[src/core/sat_pkg.sv]
// Shared constants, types and register map for the aux TDM output block
//
// Contract
// (RULE1) Selected port carries eight-slot TDM receiver stream
// (RULE2) Slot 0: left 24-bit sample, eight zeros
// (RULE3) Slot 1: 20 zeros, left P V U C, zeros
// (RULE4) Slot 2: 22 zeros, compression, audio type, zeros
// (RULE5) Slots 3 and 6 are all zeros
// (RULE6) Slot 4: right 24-bit sample, eight zeros
// (RULE7) Slot 5: 20 zeros, right P V U C, zeros
// (RULE8) Slot 7: 23 zeros, block start, zeros
// (RULE9) One-hot port select; zero disables stream
// (RULE10) Configurer puts selected port in master mode
// (RULE11) Clock bit 0: use recovered input clocks
// (RULE12) Clock bit 1: use third generator clocks
// (RULE13) Configurer sets generator reference and source
// (RULE14) Compression bit ignored unless audio compressed
// (RULE15) Each slot shifts most significant bit first
package sat_pkg;

	// Avalon byte address width
	localparam int          SAT_ADDR_W    = 18;
	// Register indices; byte address is four times the index
	localparam logic [17:0] SAT_CTRL_IDX  = 18'h0F608;
	localparam logic [17:0] SAT_STAT_IDX  = 18'h0F609;
	localparam logic [17:0] SAT_CTRL_ADDR = SAT_CTRL_IDX << 2;
	localparam logic [17:0] SAT_STAT_ADDR = SAT_STAT_IDX << 2;
	localparam logic [15:0] SAT_CTRL_RST  = 16'h0000;

	// Frame geometry
	localparam int          SAT_AUD_W   = 24; // Sample width
	localparam int          SAT_PAD_W   = 8;  // Trailing zero bits
	localparam int          SAT_AUX_POS = 20; // Zeros before P V U C
	localparam int          SAT_AUX_W   = 4;  // P V U C
	localparam int          SAT_CMP_POS = 22; // Zeros before type bits
	localparam int          SAT_BLK_POS = 23; // Zeros before block bit
	localparam logic [4:0]  SAT_POS_MAX = 5'h1F; // Last bit of a slot

	// Slot numbers
	localparam logic [2:0]  SAT_SL_LAUD = 3'h0;
	localparam logic [2:0]  SAT_SL_LAUX = 3'h1;
	localparam logic [2:0]  SAT_SL_TYPE = 3'h2;
	localparam logic [2:0]  SAT_SL_Z0   = 3'h3;
	localparam logic [2:0]  SAT_SL_RAUD = 3'h4;
	localparam logic [2:0]  SAT_SL_RAUX = 3'h5;
	localparam logic [2:0]  SAT_SL_Z1   = 3'h6;
	localparam logic [2:0]  SAT_SL_BLK  = 3'h7;

	// Control register layout
	typedef struct packed {
		logic [10:0] rsvd;     // Reserved, read back as written
		logic        clk_src;  // aux_clock_source
		logic [3:0]  port_sel; // aux_port_select
	} sat_ctrl_s;

	// One decoded receiver frame; aux fields are {P,V,U,C}
	typedef struct packed {
		logic [23:0] l_aud;
		logic [3:0]  l_aux;
		logic        compr;
		logic        atype;
		logic [23:0] r_aud;
		logic [3:0]  r_aux;
		logic        blk;
	} sat_frame_s;

	// Stream states
	typedef enum logic [2:0] {
		ST_OFF  = 3'b001,
		ST_SYNC = 3'b010,
		ST_RUN  = 3'b100
	} sat_state_e;

endpackage : sat_pkg

[src/core/sat_aux_tdm_output.sv]
// Aux TDM output: register slave, clock select and frame serialiser
`timescale 1ns/100ps
module sat_aux_tdm_output
	import sat_pkg::*;
(
	input  wire logic              REF_CLK,
	input  wire logic              RST,
	input  wire logic [17:0]       AVS_ADDRESS,
	input  wire logic              AVS_READ,
	input  wire logic              AVS_WRITE,
	input  wire logic [31:0]       AVS_WRITEDATA,
	input  wire logic [3:0]        AVS_BYTEENABLE,
	output logic      [31:0]       AVS_READDATA,
	output logic                   AVS_WAITREQUEST,
	input  sat_frame_s             RX_FRAME,
	input  wire logic              RX_VALID,
	output logic                   RX_READY,
	input  wire logic              REC_BIT_CLOCK,
	input  wire logic              REC_FRAME_CLOCK,
	input  wire logic              GEN3_BIT_CLOCK,
	input  wire logic              GEN3_FRAME_CLOCK,
	output logic      [3:0]        SERIAL_DATA_OUTPUT_PIN,
	output logic      [3:0]        OUTPUT_BIT_CLOCK_PIN,
	output logic      [3:0]        OUTPUT_FRAME_CLOCK_PIN
);

	// True when exactly one bit is set
	function automatic logic is_onehot(input logic [3:0] v);
		return (v != 4'h0) && ((v & (v - 4'h1)) == 4'h0);
	endfunction : is_onehot

	// Builds one 32-bit slot of the frame
	function automatic logic [31:0] slot_word(
		input sat_frame_s f,
		input logic [2:0] sl
	);
		logic [31:0] w;
		w = '0;
		unique case (sl)
			// Left sample then padding
			SAT_SL_LAUD: w = {f.l_aud, {SAT_PAD_W{1'b0}}}; // RULE2
			// Left P V U C
			SAT_SL_LAUX: w = {{SAT_AUX_POS{1'b0}}, f.l_aux,
				{SAT_PAD_W{1'b0}}}; // RULE3
			// Compression bit only counts for compressed audio
			SAT_SL_TYPE: w = {{SAT_CMP_POS{1'b0}}, f.compr & f.atype,
				f.atype, {SAT_PAD_W{1'b0}}}; // RULE4 RULE14
			// Empty slots
			SAT_SL_Z0,
			SAT_SL_Z1:   w = '0; // RULE5
			// Right sample then padding
			SAT_SL_RAUD: w = {f.r_aud, {SAT_PAD_W{1'b0}}}; // RULE6
			// Right P V U C
			SAT_SL_RAUX: w = {{SAT_AUX_POS{1'b0}}, f.r_aux,
				{SAT_PAD_W{1'b0}}}; // RULE7
			// Block start marker
			SAT_SL_BLK:  w = {{SAT_BLK_POS{1'b0}}, f.blk,
				{SAT_PAD_W{1'b0}}}; // RULE8
		endcase
		return w;
	endfunction : slot_word

	// Bit to send at frame position c, most significant first
	function automatic logic slot_bit(
		input sat_frame_s f,
		input logic [7:0] c
	);
		logic [31:0] w;
		w = slot_word(f, c[7:5]);
		return w[SAT_POS_MAX - c[4:0]]; // RULE15
	endfunction : slot_bit

	// Register bus state
	sat_ctrl_s   ctrl_q, ctrl_d;     // Control register
	logic        ack_q, ack_d;       // Answer phase of a request
	logic [31:0] rdata_q, rdata_d;   // Read data holding register
	logic [31:0] stat_w;             // Status word

	// Stream state
	sat_state_e  st_q, st_d;         // Serialiser state
	logic [7:0]  cnt_q, cnt_d;       // Bit position in frame
	sat_frame_s  frame_q, frame_d;   // Frame being sent
	logic        bprev_q, bprev_d;   // Previous bit clock level
	logic        lprev_q, lprev_d;   // Previous frame clock level
	logic [3:0]  sdata_q, sdata_d;   // Data pins
	logic [3:0]  bck_q, bck_d;       // Bit clock pins
	logic [3:0]  lrk_q, lrk_d;       // Frame clock pins

	// Synchronised clocks and selection
	logic        rec_b, rec_l;       // Recovered, filtered
	logic        gen_b, gen_l;       // Generator, filtered
	logic        src_b, src_l;       // Selected source
	logic        sel_ok;             // Port field is one-hot
	logic        bfall, lrise;       // Source edges
	logic        load;               // Frame start

	// Buffer wires
	sat_frame_s  buf_data;           // Head of buffer
	logic        buf_valid;          // Buffer holds a frame
	logic        buf_pop;            // Serialiser takes a frame

	// Input synchronisers
	sat_sync3 u_sync_rb (.clk(REF_CLK), .rst(RST),
		.din(REC_BIT_CLOCK), .dout(rec_b));
	sat_sync3 u_sync_rl (.clk(REF_CLK), .rst(RST),
		.din(REC_FRAME_CLOCK), .dout(rec_l));
	sat_sync3 u_sync_gb (.clk(REF_CLK), .rst(RST),
		.din(GEN3_BIT_CLOCK), .dout(gen_b));
	sat_sync3 u_sync_gl (.clk(REF_CLK), .rst(RST),
		.din(GEN3_FRAME_CLOCK), .dout(gen_l));

	// Frame buffer; a stall by the serialiser stalls the receiver
	sat_buf2 u_buf (
		.clk       (REF_CLK),
		.rst       (RST),
		.in_data   (RX_FRAME),
		.in_valid  (RX_VALID),
		.in_ready  (RX_READY),
		.out_data  (buf_data),
		.out_ready (buf_pop),
		.out_valid (buf_valid)
	);

	// Status: running, buffer state and current slot
	assign stat_w = {24'h000000, cnt_q[7:5], 2'h0, ~RX_READY,
		buf_valid, (st_q == ST_RUN)};

	// Slave answers on the second cycle of each request
	assign AVS_WAITREQUEST = (AVS_READ | AVS_WRITE) & ~ack_q;
	assign AVS_READDATA    = rdata_q;

	// Register bus next state
	always_comb begin
		ctrl_d  = ctrl_q;
		rdata_d = rdata_q;
		ack_d   = 1'b0;
		if ((AVS_READ | AVS_WRITE) & ~ack_q) begin
			ack_d = 1'b1;
			if (AVS_READ) begin
				// Unmapped reads return zero
				if (AVS_ADDRESS == SAT_CTRL_ADDR)
					rdata_d = {16'h0000, ctrl_q};
				else if (AVS_ADDRESS == SAT_STAT_ADDR)
					rdata_d = stat_w;
				else
					rdata_d = '0;
			end
		end
		// A write lands at the edge where waitrequest is seen low
		if (AVS_WRITE & ack_q & (AVS_ADDRESS == SAT_CTRL_ADDR)) begin
			// Byte lanes 0 and 1 hold the control word
			if (AVS_BYTEENABLE[0])
				ctrl_d[7:0] = AVS_WRITEDATA[7:0];
			if (AVS_BYTEENABLE[1])
				ctrl_d[15:8] = AVS_WRITEDATA[15:8];
		end
	end

	// Register bus flops
	always_ff @(posedge REF_CLK or posedge RST) begin
		if (RST) begin
			ctrl_q  <= SAT_CTRL_RST;
			ack_q   <= 1'b0;
			rdata_q <= '0;
		end else begin
			ctrl_q  <= ctrl_d;
			ack_q   <= ack_d;
			rdata_q <= rdata_d;
		end
	end

	// Clock source select and edge detect
	always_comb begin
		sel_ok  = is_onehot(ctrl_q.port_sel); // RULE9
		src_b   = ctrl_q.clk_src ? gen_b : rec_b; // RULE11 RULE12
		src_l   = ctrl_q.clk_src ? gen_l : rec_l; // RULE11 RULE12
		bprev_d = src_b;
		lprev_d = src_l;
		bfall   = bprev_q & ~src_b;
		lrise   = ~lprev_q & src_l;
	end

	// Serialiser next state
	always_comb begin
		st_d    = st_q;
		cnt_d   = cnt_q;
		frame_d = frame_q;
		load    = 1'b0;
		unique case (st_q)
			// Stream disabled
			ST_OFF: begin
				if (sel_ok) st_d = ST_SYNC;
			end
			// Wait for the first frame edge
			ST_SYNC: begin
				if (!sel_ok) st_d = ST_OFF;
				else if (lrise) begin
					st_d = ST_RUN;
					load = 1'b1;
				end
			end
			// Shift frame bits on bit clock falls
			ST_RUN: begin
				if (!sel_ok) st_d = ST_OFF; // RULE9
				else if (lrise) load = 1'b1;
				else if (bfall) cnt_d = cnt_q + 8'h01;
			end
			// Illegal code recovers to off
			default: st_d = ST_OFF;
		endcase
		// New frame; an empty buffer sends a silent frame
		if (load) begin
			cnt_d   = 8'h00;
			frame_d = buf_valid ? buf_data : '0;
		end
		buf_pop = load & buf_valid;
	end

	// Pin drive for the selected port only
	always_comb begin
		sdata_d = '0;
		bck_d   = '0;
		lrk_d   = '0;
		if (st_d == ST_RUN)
			sdata_d = ctrl_q.port_sel &
				{4{slot_bit(frame_d, cnt_d)}}; // RULE1
		// Clocks driven as master of the selected port
		if (sel_ok) begin
			bck_d = ctrl_q.port_sel & {4{src_b}}; // RULE10 RULE11
			lrk_d = ctrl_q.port_sel & {4{src_l}}; // RULE10 RULE12
		end
	end

	// Serialiser and pin flops
	always_ff @(posedge REF_CLK or posedge RST) begin
		if (RST) begin
			st_q    <= ST_OFF;
			cnt_q   <= 8'h00;
			frame_q <= '0;
			bprev_q <= 1'b0;
			lprev_q <= 1'b0;
			sdata_q <= '0;
			bck_q   <= '0;
			lrk_q   <= '0;
		end else begin
			st_q    <= st_d;
			cnt_q   <= cnt_d;
			frame_q <= frame_d;
			bprev_q <= bprev_d;
			lprev_q <= lprev_d;
			sdata_q <= sdata_d;
			bck_q   <= bck_d;
			lrk_q   <= lrk_d;
		end
	end

	assign SERIAL_DATA_OUTPUT_PIN = sdata_q;
	assign OUTPUT_BIT_CLOCK_PIN   = bck_q;
	assign OUTPUT_FRAME_CLOCK_PIN = lrk_q;

	logic       run_w;   // Stream running
	logic       bit_w;   // Bit on the wire
	logic [2:0] slot_w;  // Current slot
	logic [4:0] pos_w;   // Position in slot
	assign run_w  = (st_q == ST_RUN);
	assign bit_w  = |sdata_q;
	assign slot_w = cnt_q[7:5];
	assign pos_w  = cnt_q[4:0];
endmodule : sat_aux_tdm_output

[src/core/sat_buf2.sv]
// Two-entry frame buffer with valid and ready on both sides
`timescale 1ns/100ps
module sat_buf2
	import sat_pkg::*;
(
	input  wire logic clk,
	input  wire logic rst,
	input  sat_frame_s in_data,
	input  wire logic in_valid,
	output logic      in_ready,
	output sat_frame_s out_data,
	input  wire logic out_ready,
	output logic      out_valid
);
	sat_frame_s  e0_q, e0_d; // Head entry
	sat_frame_s  e1_q, e1_d; // Second entry
	logic [1:0]  n_q, n_d;   // Entries held
	logic        push, pop;

	assign in_ready  = (n_q != 2'h2);
	assign out_valid = (n_q != 2'h0);
	assign out_data  = e0_q;

	// Next contents on push and pop
	always_comb begin
		push = in_valid & in_ready;
		pop  = out_ready & out_valid;
		e0_d = e0_q;
		e1_d = e1_q;
		n_d  = n_q;
		if (pop) begin
			e0_d = e1_q;
			n_d  = n_q - 2'h1;
		end
		if (push) begin
			// New word lands behind whatever remains
			if (n_d == 2'h0) e0_d = in_data;
			else e1_d = in_data;
			n_d = n_d + 2'h1;
		end
	end

	// Register stage
	always_ff @(posedge clk or posedge rst) begin
		if (rst) begin
			e0_q <= '0;
			e1_q <= '0;
			n_q  <= 2'h0;
		end else begin
			e0_q <= e0_d;
			e1_q <= e1_d;
			n_q  <= n_d;
		end
	end
endmodule : sat_buf2

[src/core/sat_sync3.sv]
// Three-stage input synchroniser with agreement filter
`timescale 1ns/100ps
module sat_sync3 (
	input  wire logic clk,
	input  wire logic rst,
	input  wire logic din,
	output logic      dout
);
	logic s1_q, s2_q, s3_q; // Synchroniser chain
	logic out_d;            // Filtered next level

	// Change is accepted only when stages two and three agree
	always_comb begin
		out_d = (s2_q == s3_q) ? s3_q : dout;
	end

	// Chain and filtered level
	always_ff @(posedge clk or posedge rst) begin
		if (rst) begin
			s1_q <= 1'b0;
			s2_q <= 1'b0;
			s3_q <= 1'b0;
			dout <= 1'b0;
		end else begin
			s1_q <= din;
			s2_q <= s1_q;
			s3_q <= s2_q;
			dout <= out_d;
		end
	end
endmodule : sat_sync3

[config.mk]
export PLATFORM = sky130hd
export DESIGN_NAME = sat_aux_tdm_output
export DESIGN_NICKNAME = d
export VERILOG_FILES = /design/src/core/sat_pkg.sv /design/src/core/sat_aux_tdm_output.sv /design/src/core/sat_buf2.sv /design/src/core/sat_sync3.sv
export SDC_FILE = /design/constraint.sdc
export NUM_CORES = 1
export LEC_CHECK = 0
export BUFFER_PORTS_ARGS = -buffer_cell sky130_fd_sc_hd__clkbuf_2
export CORE_UTILIZATION = 35
export DETAILED_ROUTE_END_ITERATION = 8
export GPL_ROUTABILITY_DRIVEN = 0
export PLACE_DENSITY = 0.61
export SYNTH_ARGS = -nofsm -noshare
export SYNTH_HDL_FRONTEND = slang
export SYNTH_SLANG_ARGS = --single-unit
[constraint.sdc]
create_clock -name REF_CLK -period 22.7 [get_ports REF_CLK]
set_clock_uncertainty 0.1 [all_clocks]
set_input_delay 2.27 -clock REF_CLK [delete_from_list [all_inputs] [get_ports REF_CLK]]
set_output_delay 2.27 -clock REF_CLK [all_outputs]
set_load 0.02 [all_outputs]
==> impl_summary.md, run 1 <==
Outcome
The run finished with clean final reports.

Layout
The synthesis-to-finish area growth is 15.8%. Measured on the finished design, the core utilization comes to 0.414. In the final layout, the share of cells above drive strength 1 is 0.247. The number of antenna diodes in the final layout is 0. The total non-filler cell area in the finished layout is 13500 um2. The final layout net count is 1306. The post-route non-filler standard cell count is 1642.

Logic synthesis
The synthesized netlist cell count is 1079. By area the synthesized netlist is led by sky130_fd_sc_hd__dfrtp_1 54%, sky130_fd_sc_hd__mux2_2 7.8%, sky130_fd_sc_hd__mux2i_1 6.1%. Counting instances in the post-synthesis netlist gives the leading cell types as 252 x sky130_fd_sc_hd__dfrtp_1, 121 x sky130_fd_sc_hd__nand2_1, 81 x sky130_fd_sc_hd__mux2_2. The largest total area in the synthesized netlist belongs to sky130_fd_sc_hd__dfrtp_1. The share of synthesized area in the top cell type comes to 0.539.

The post-synth design cell area is 11700 um2. The most common cell in the netlist is sky130_fd_sc_hd__dfrtp_1. The number of flops mapped to enable cells by yosys is 0.

After synthesis, the netlist uses 75 different library cells. For this run, asynchronously set or reset flops after synthesis account for 1.00. The leading register cell type out of synthesis is sky130_fd_sc_hd__dfrtp_1. The post-synthesis sequential area ratio is 0.542. A synthesized cell averages 10.8 um2.

The warning count from the yosys run is 0. The number of synthesized register bits is 253.

STA
Hold timing on the final database bottoms out at a slack of 0.248 ns. Setup violations remaining at the end of the flow were counted as 0. The max-slew headroom at the worst pin is 0.206. Once routing completed, OpenROAD measured the worst setup slack at 17.60 ns. Setup repair after global routing left no endpoint under its margin.

Subtracting the final worst setup slack from the clock period gives 5.10 ns. The count of final hold-check violations is 0. The total negative slack is 0 ns. The period utilization is 0.225. For this run, the top clock speed supported by timing is 196 MHz. The final count of pins violating max slew is 0. The slew at the pin closest to its max-slew limit is 1.19 ns.

Flow run
Max-cap violations in this run came to 0.

Worst setup path
The type of destination of the critical path is an output port. Along the worst path, the maximum fanout reaches 3. At the worst endpoint, the required time is 20.33 ns. The critical setup path kind is in -> out. The worst endpoint data arrival time is 2.73 ns.

The setup slack of the most critical reg-to-reg path is 18.10 ns. The launching element type of the critical path is an input pin.

Placement
Counting tap cells, the placed design contains a total of 1592 instances. Detailed placement ended at an HPWL of 17700 um. The port buffer count is 133. Before CTS, the worst setup slack after placement is 17.60 ns. Once placement finished, the instance area stood at 12700 um2.

Routing
The routed design has 27000 um of wire. For this block, the via count after detailed routing is 8287. For this run, design rule violations remaining after detail routing come to 0.

In the routed layout, each cell is associated on average with a via count of 5.05. The routed length per instance is 16.4 um. The number of nets with antenna violations after routing is 0. The count of routing violations after the opening detailed-route iteration is 507. The detailed-routing iteration count for the pre-antenna-repair pass is 7.

Die
The site row count is 66. The effective utilization at floorplan is 0.357. The area enclosed by the die boundary is 34100 um2. From bottom edge to top edge, the die measures 185 um.

The width of the die is 185 um. The standard cell core area is 32700 um2. For this design the top-level I/O count stands at 168.

Clocking
The number of gates resized after CTS was 0. After clock tree synthesis, the clock-pin slew on the worst setup and hold paths is 0.06 ns. TritonCTS built the clock tree. The CTS buffer count is 28. The post-CTS setup repair buffer count is 0. The level count of the clock H-tree is 1. The latest clock arrival within the worst-skew pair is 0.55 ns.

The number of sinks handled by clock tree synthesis is 253. The count of hold buffers inserted by post-cts repair is 0. No sink is reached through more buffers than the 3 on the longest clock path. The root buffer cell chosen for the clock tree is sky130_fd_sc_hd__clkbuf_16.

Global route
The initial antenna violation count was 0. In the global route stage, overall resource usage came out at 0.163. The wire length of the first global-routing pass is 44200 um. The final global-route overflow total is 0. Entering global routing, the biggest net connects 127 pins. The number of global-route vias before repair was 8211.

Power
Summed over all cells, the static leakage comes to 6.52 nW. The maximum ir drop on the vdd rail is 0.0638 mV. The power per standard cell area is 97.3 nW/um2. The total power consumption of the routed design is 1.32 mW.

Worst hold path
The classification of the worst-slack hold path is reg -> reg.
state kept, by name (all words and copies together) (netlist names), 2 cells and up:
name / flops
AVS_READDATA: 16
u_buf.out_data: 59
u_buf.n_q: 2
frame_q: 59
cnt_q: 8
SERIAL_DATA_OUTPUT_PIN: 4
OUTPUT_BIT_CLOCK_PIN: 4
st_q: 3
u_buf.e1_q: 59
OUTPUT_FRAME_CLOCK_PIN: 4
ctrl_q: 16
final cells by class:
class	count	area (um2)
Clock buffer	39	782
Clock inverter	11	78.8
Fill cell	3212	19200
Inverter	13	56.3
Multi-Input combinational cell	739	4980
Sequential cell	253	6330
Tap cell	442	553
Timing Repair Buffer	145	756
worst max-delay path: stages:
cell	delay, ns
sky130_fd_sc_hd__clkbuf_2	0.10
sky130_fd_sc_hd__nor2_1	0.04
sky130_fd_sc_hd__nor2_1	0.13
sky130_fd_sc_hd__clkbuf_2	0.19
layer usage:
layer	vias to the layer above	wire [um]	track usage
li1	3985	-	-
met1	4006	12400	0.225
met2	249	12500	0.265
met3	47	1310	0.0241
met4	0	728	0.0463
met5	-	0	0
placed cells by master (no fill, tap or decap), types with 5 or more instances in the layout:
master                      count
sky130_fd_sc_hd__dfrtp_1      252
sky130_fd_sc_hd__nand3_1        9
sky130_fd_sc_hd__mux2i_1       71
sky130_fd_sc_hd__inv_1         11
sky130_fd_sc_hd__clkbuf_2     133
sky130_fd_sc_hd__clkbuf_1       7
sky130_fd_sc_hd__conb_1        16
sky130_fd_sc_hd__clkinv_2       6
sky130_fd_sc_hd__and3_1        12
sky130_fd_sc_hd__nand2b_1      22
sky130_fd_sc_hd__nor2_1        80
sky130_fd_sc_hd__or4_1          7
sky130_fd_sc_hd__buf_4         12
sky130_fd_sc_hd__o21ai_0       50
sky130_fd_sc_hd__o21ai_1       10
sky130_fd_sc_hd__nand4_1        7
sky130_fd_sc_hd__o22ai_1        5
sky130_fd_sc_hd__nor4_1         8
sky130_fd_sc_hd__a31oi_1        9
sky130_fd_sc_hd__nand2_1      120
sky130_fd_sc_hd__o31ai_1        6
sky130_fd_sc_hd__nor3_1         8
sky130_fd_sc_hd__mux2_2        81
sky130_fd_sc_hd__o211ai_1       8
sky130_fd_sc_hd__clkbuf_16     28
sky130_fd_sc_hd__nand3b_1      39
sky130_fd_sc_hd__a21oi_1       71
sky130_fd_sc_hd__xnor2_1        7
sky130_fd_sc_hd__nor2b_1       11
path summary, 6_finish.rpt:
path,from,to,depth (start not counted)
max in group asynchronous,RST,u_buf.e1_q[10]$_DFFE_PP0P_,4
worst min register to register,u_sync_rb.s1_q$_DFF_PP0_,u_sync_rb.s2_q$_DFF_PP0_,0
worst min-delay path,u_sync_rb.s1_q$_DFF_PP0_,u_sync_rb.s2_q$_DFF_PP0_,0
min in group asynchronous,RST,ctrl_q[12]$_DFFE_PP0P_,2
worst max-delay path,AVS_WRITE,AVS_WAITREQUEST,4
worst max register to register,ctrl_q[4]$_DFFE_PP0P_,SERIAL_DATA_OUTPUT_PIN[1]$_DFF_PP0_,10
report_power, final:
part | switching, mW | internal, mW
registers | 0.0601 | 0.558
clock network | 0.185 | 0.241
logic | 0.133 | 0.139
total | 0.378 | 0.938
cell families (layout without fill, tap and decap cells):
group,Yosys count,count (layout),synth area share
adders and majority gates,8,8,0.00771
and+or+nand+nor,355,355,0.156
buffers and inverters,102,208,0.0406
other,1,16,0.000321
AOI/OAI and AO/OA,198,198,0.106
muxes,154,154,0.142
DFF,253,253,0.542
xor gates and xnor gates,8,8,0.00599
Note: power is estimated with default switching activity, not from simulation.
==> run 2: changes to the inputs <==
Settings changed: PLACE_DENSITY 0.61 to 0.63.
Clock period 22.7 ns to 4.5 ns, I/O delays scaled along.
==> impl_summary.md, run 2 (synthesis gave the netlist of run 1 again) <==
Worst setup path
Together, buffers and inverters on the worst path number 1. Data on the critical path arrives at its endpoint at 4.34 ns. The required time of the critical path is 4.81 ns.

STA classifies the critical path startpoint as a flip-flop. On the worst path, the slowest cell contributes a delay of 0.66 ns. The largest delay contributor family on the critical path is compound AO/OA/AOI/OAI gates. The maximum fanout along the worst path is 26. The library cell contributing the largest single delay on the critical path is sky130_fd_sc_hd__o311ai_2. The setup path with the least slack is of type reg -> reg. The type of destination of the critical path is a flip-flop. Walking the worst path, the cells encountered are xnor2_1 > o311ai_2 > nand3_2 > buf_4 > a211o_1 > a211o_1 > a31oi_1 > a2111oi_2 > a31oi_2 > nor2b_1. The cell type with the highest occurrence count on the critical path is sky130_fd_sc_hd__a211o_1.

Die
In this run the core area contains 66 standard-cell rows. For this design the top-level I/O count stands at 168. The die is 185 um tall. The standard cell core area is 32700 um2. The area enclosed by the die boundary is 34100 um2.

For this configuration, the core starts out at a cell density of 0.357. From left edge to right edge, the die measures 185 um.

Layout
Leaving out fill and tap cells, the most frequent cells in the layout are 252 x sky130_fd_sc_hd__dfrtp_1, 133 x sky130_fd_sc_hd__clkbuf_2, 120 x sky130_fd_sc_hd__nand2_1. The most common cell after layout, fill and taps aside is sky130_fd_sc_hd__dfrtp_1. The filler cell count in the final layout is 3188. Once layout is complete, the cells apart from fillers number 1655. From synthesis to final layout, the design area changed by 17.1%. The final layout net count is 1320. In the final layout, the share of cells above drive strength 1 is 0.254. The multi-input gate area in the final layout is 4970 um2.

The sequential cells in the finished layout cover a total of 6330 um2. The final antenna diode count is 0. After routing the design area is 13700 um2.

Routing
Summed over all nets, wire length on met2 after detailed routing comes to 12000 um. After detailed routing, no signal wire sits above met4. After detailed routing, the wire length on met1 is 12100 um. The detail route stage leaves a number of antenna-violating nets equal to 0. The length of routed met3 wiring is 1350 um. The detailed-routing iteration count for the pre-antenna-repair pass is 5. The routed layout has 8320 vias. The average via count per standard cell is 5.03.

For this run, design rule violations remaining after detail routing come to 0. The final layout contains routed wiring with a total length of 26300 um. In the final routed layout, each cell accounts on average for 15.9 um. The count of routing violations after the opening detailed-route iteration is 470.

Clocking
TritonCTS built the clock tree. The number of sinks handled by clock tree synthesis is 253. The buffer levels on the longest clock path is 3. CTS built an H-tree with a depth of 1.

The cell sitting at the root of the clock tree is a sky130_fd_sc_hd__clkbuf_16. For the worst-skew pair, the clock arrives at the later sink with an insertion delay of 0.55 ns. After clock tree synthesis, the clock-pin slew on the worst setup and hold paths is 0.06 ns. In this run, CTS created clock tree buffers numbering 28.

Flow run
The max-capacitance violation count is 0.

STA
In the post-route analysis, the smallest setup slack over all paths is 0.470 ns. At the pin with the least slew margin, the transition time is 1.06 ns. The max-slew headroom at the worst pin is 0.294. The maximum operating frequency is 248 MHz. Setup repair after global routing left no endpoint under its margin.

Setup violations remaining at the end of the flow were counted as 0. The total negative slack is 0 ns. The count of final hold-check violations is 6. The worst path in the final design needs a cycle of 4.03 ns, including I/O delays and setup. The final count of pins violating max slew is 0.

The tightest hold margin is -0.00376 ns. The period utilization is 0.896.

Power
The power per standard cell area is 486 nW/um2. The static leakage is 6.61 nW. The maximum ir drop on the vdd rail is 0.267 mV.

Placement
The worst slack at placement is 0.486 ns. After detailed placement, the total cell area comes to 12800 um2. Input and output buffers added on the ports amount to 133. Detailed placement ended at an HPWL of 17900 um. The post-placement cell count is 1602.

Worst hold path
The classification of the worst-slack hold path is in -> async.

Global route
The total global routing track utilization is 0.156. The first global-routing pass estimated 42700 um of wire. The pin count of the biggest net entering global routing is 134. The initial antenna violation count is 0. The total overflow left after global routing is 0.

The number of global-route vias before repair is 8051.

Outcome
The flow ran to the end, but the final reports show violations. The final reports fail on hold timing.
-- run 2: final cells by class --
type | count | area share
Sequential cell | 253 | 0.463
Timing Repair Buffer | 159 | 0.0673
Inverter | 13 | 0.00384
Multi-Input combinational cell | 739 | 0.363
Tap cell | 442 | 0.0404
Clock inverter | 14 | 0.00658
Clock buffer | 35 | 0.0560
-- run 2: tightest hold or removal path, delay by kind of cell --
kind | cells | cell delay [ns]
buffers and inverters | 3 | 0.65
-- run 2: per-layer routing --
metal | up-vias | global-route usage
met2 | 254 | 0.251
met4 | 0 | 0.0506
met3 | 47 | 0.0217
met5 | - | 0
li1 | 4019 | -
met1 | 4000 | 0.215
-- run 2: what timing repair did --
item / 4_1_cts / 5_1_grt
resized for setup: 0 / 0
setup buffers: 0 / 0
hold endpoints to repair: 4 / 0
hold buffers: 4 / 0
-- run 2: stage by stage --
| stage | hold WS (ns) | util | power (mW) |
|---|---|---|---|
| 2_1_floorplan | 0.231 | - | 4.18 |
| 3_3_place_gp | 0.236 | 0.391 | 4.53 |
| 3_5_place_dp | 0.237 | 0.391 | 4.59 |
| 4_1_cts | 0.0219 | 0.419 | 6.74 |
| 5_1_grt | 0.0397 | 0.419 | 7.03 |
| 6_report | -0.00376 | 0.419 | 6.66 |
-- run 2: worst paths after layout --
kind	slack (ns)	endpoint	from	cells past startpoint
setup / recovery	0.47	SERIAL_DATA_OUTPUT_PIN[2]$_DFF_PP0_	ctrl_q[3]$_DFFE_PP0P_	10
hold / removal	-0.004	u_sync_gl.s3_q$_DFF_PP0_	RST	3
setup reg to reg	0.47	SERIAL_DATA_OUTPUT_PIN[2]$_DFF_PP0_	ctrl_q[3]$_DFFE_PP0P_	10
hold reg to reg	0.25	u_sync_rl.s2_q$_DFF_PP0_	u_sync_rl.s1_q$_DFF_PP0_	0
max in group asynchronous	3.72	u_buf.out_data[26]$_DFF_PP0_	RST	3
min in group REF_CLK	0.04	ctrl_q[6]$_DFFE_PP0P_	AVS_WRITEDATA[6]	2
-- run 2: power by group --
group | total (mW) | internal, mW | leakage [nW] | switching (mW)
sequential | 3.12 | 2.82 | 3.16 | 0.305
combinational | 1.40 | 0.731 | 3.02 | 0.671
clock | 2.13 | 1.20 | 0.428 | 0.927
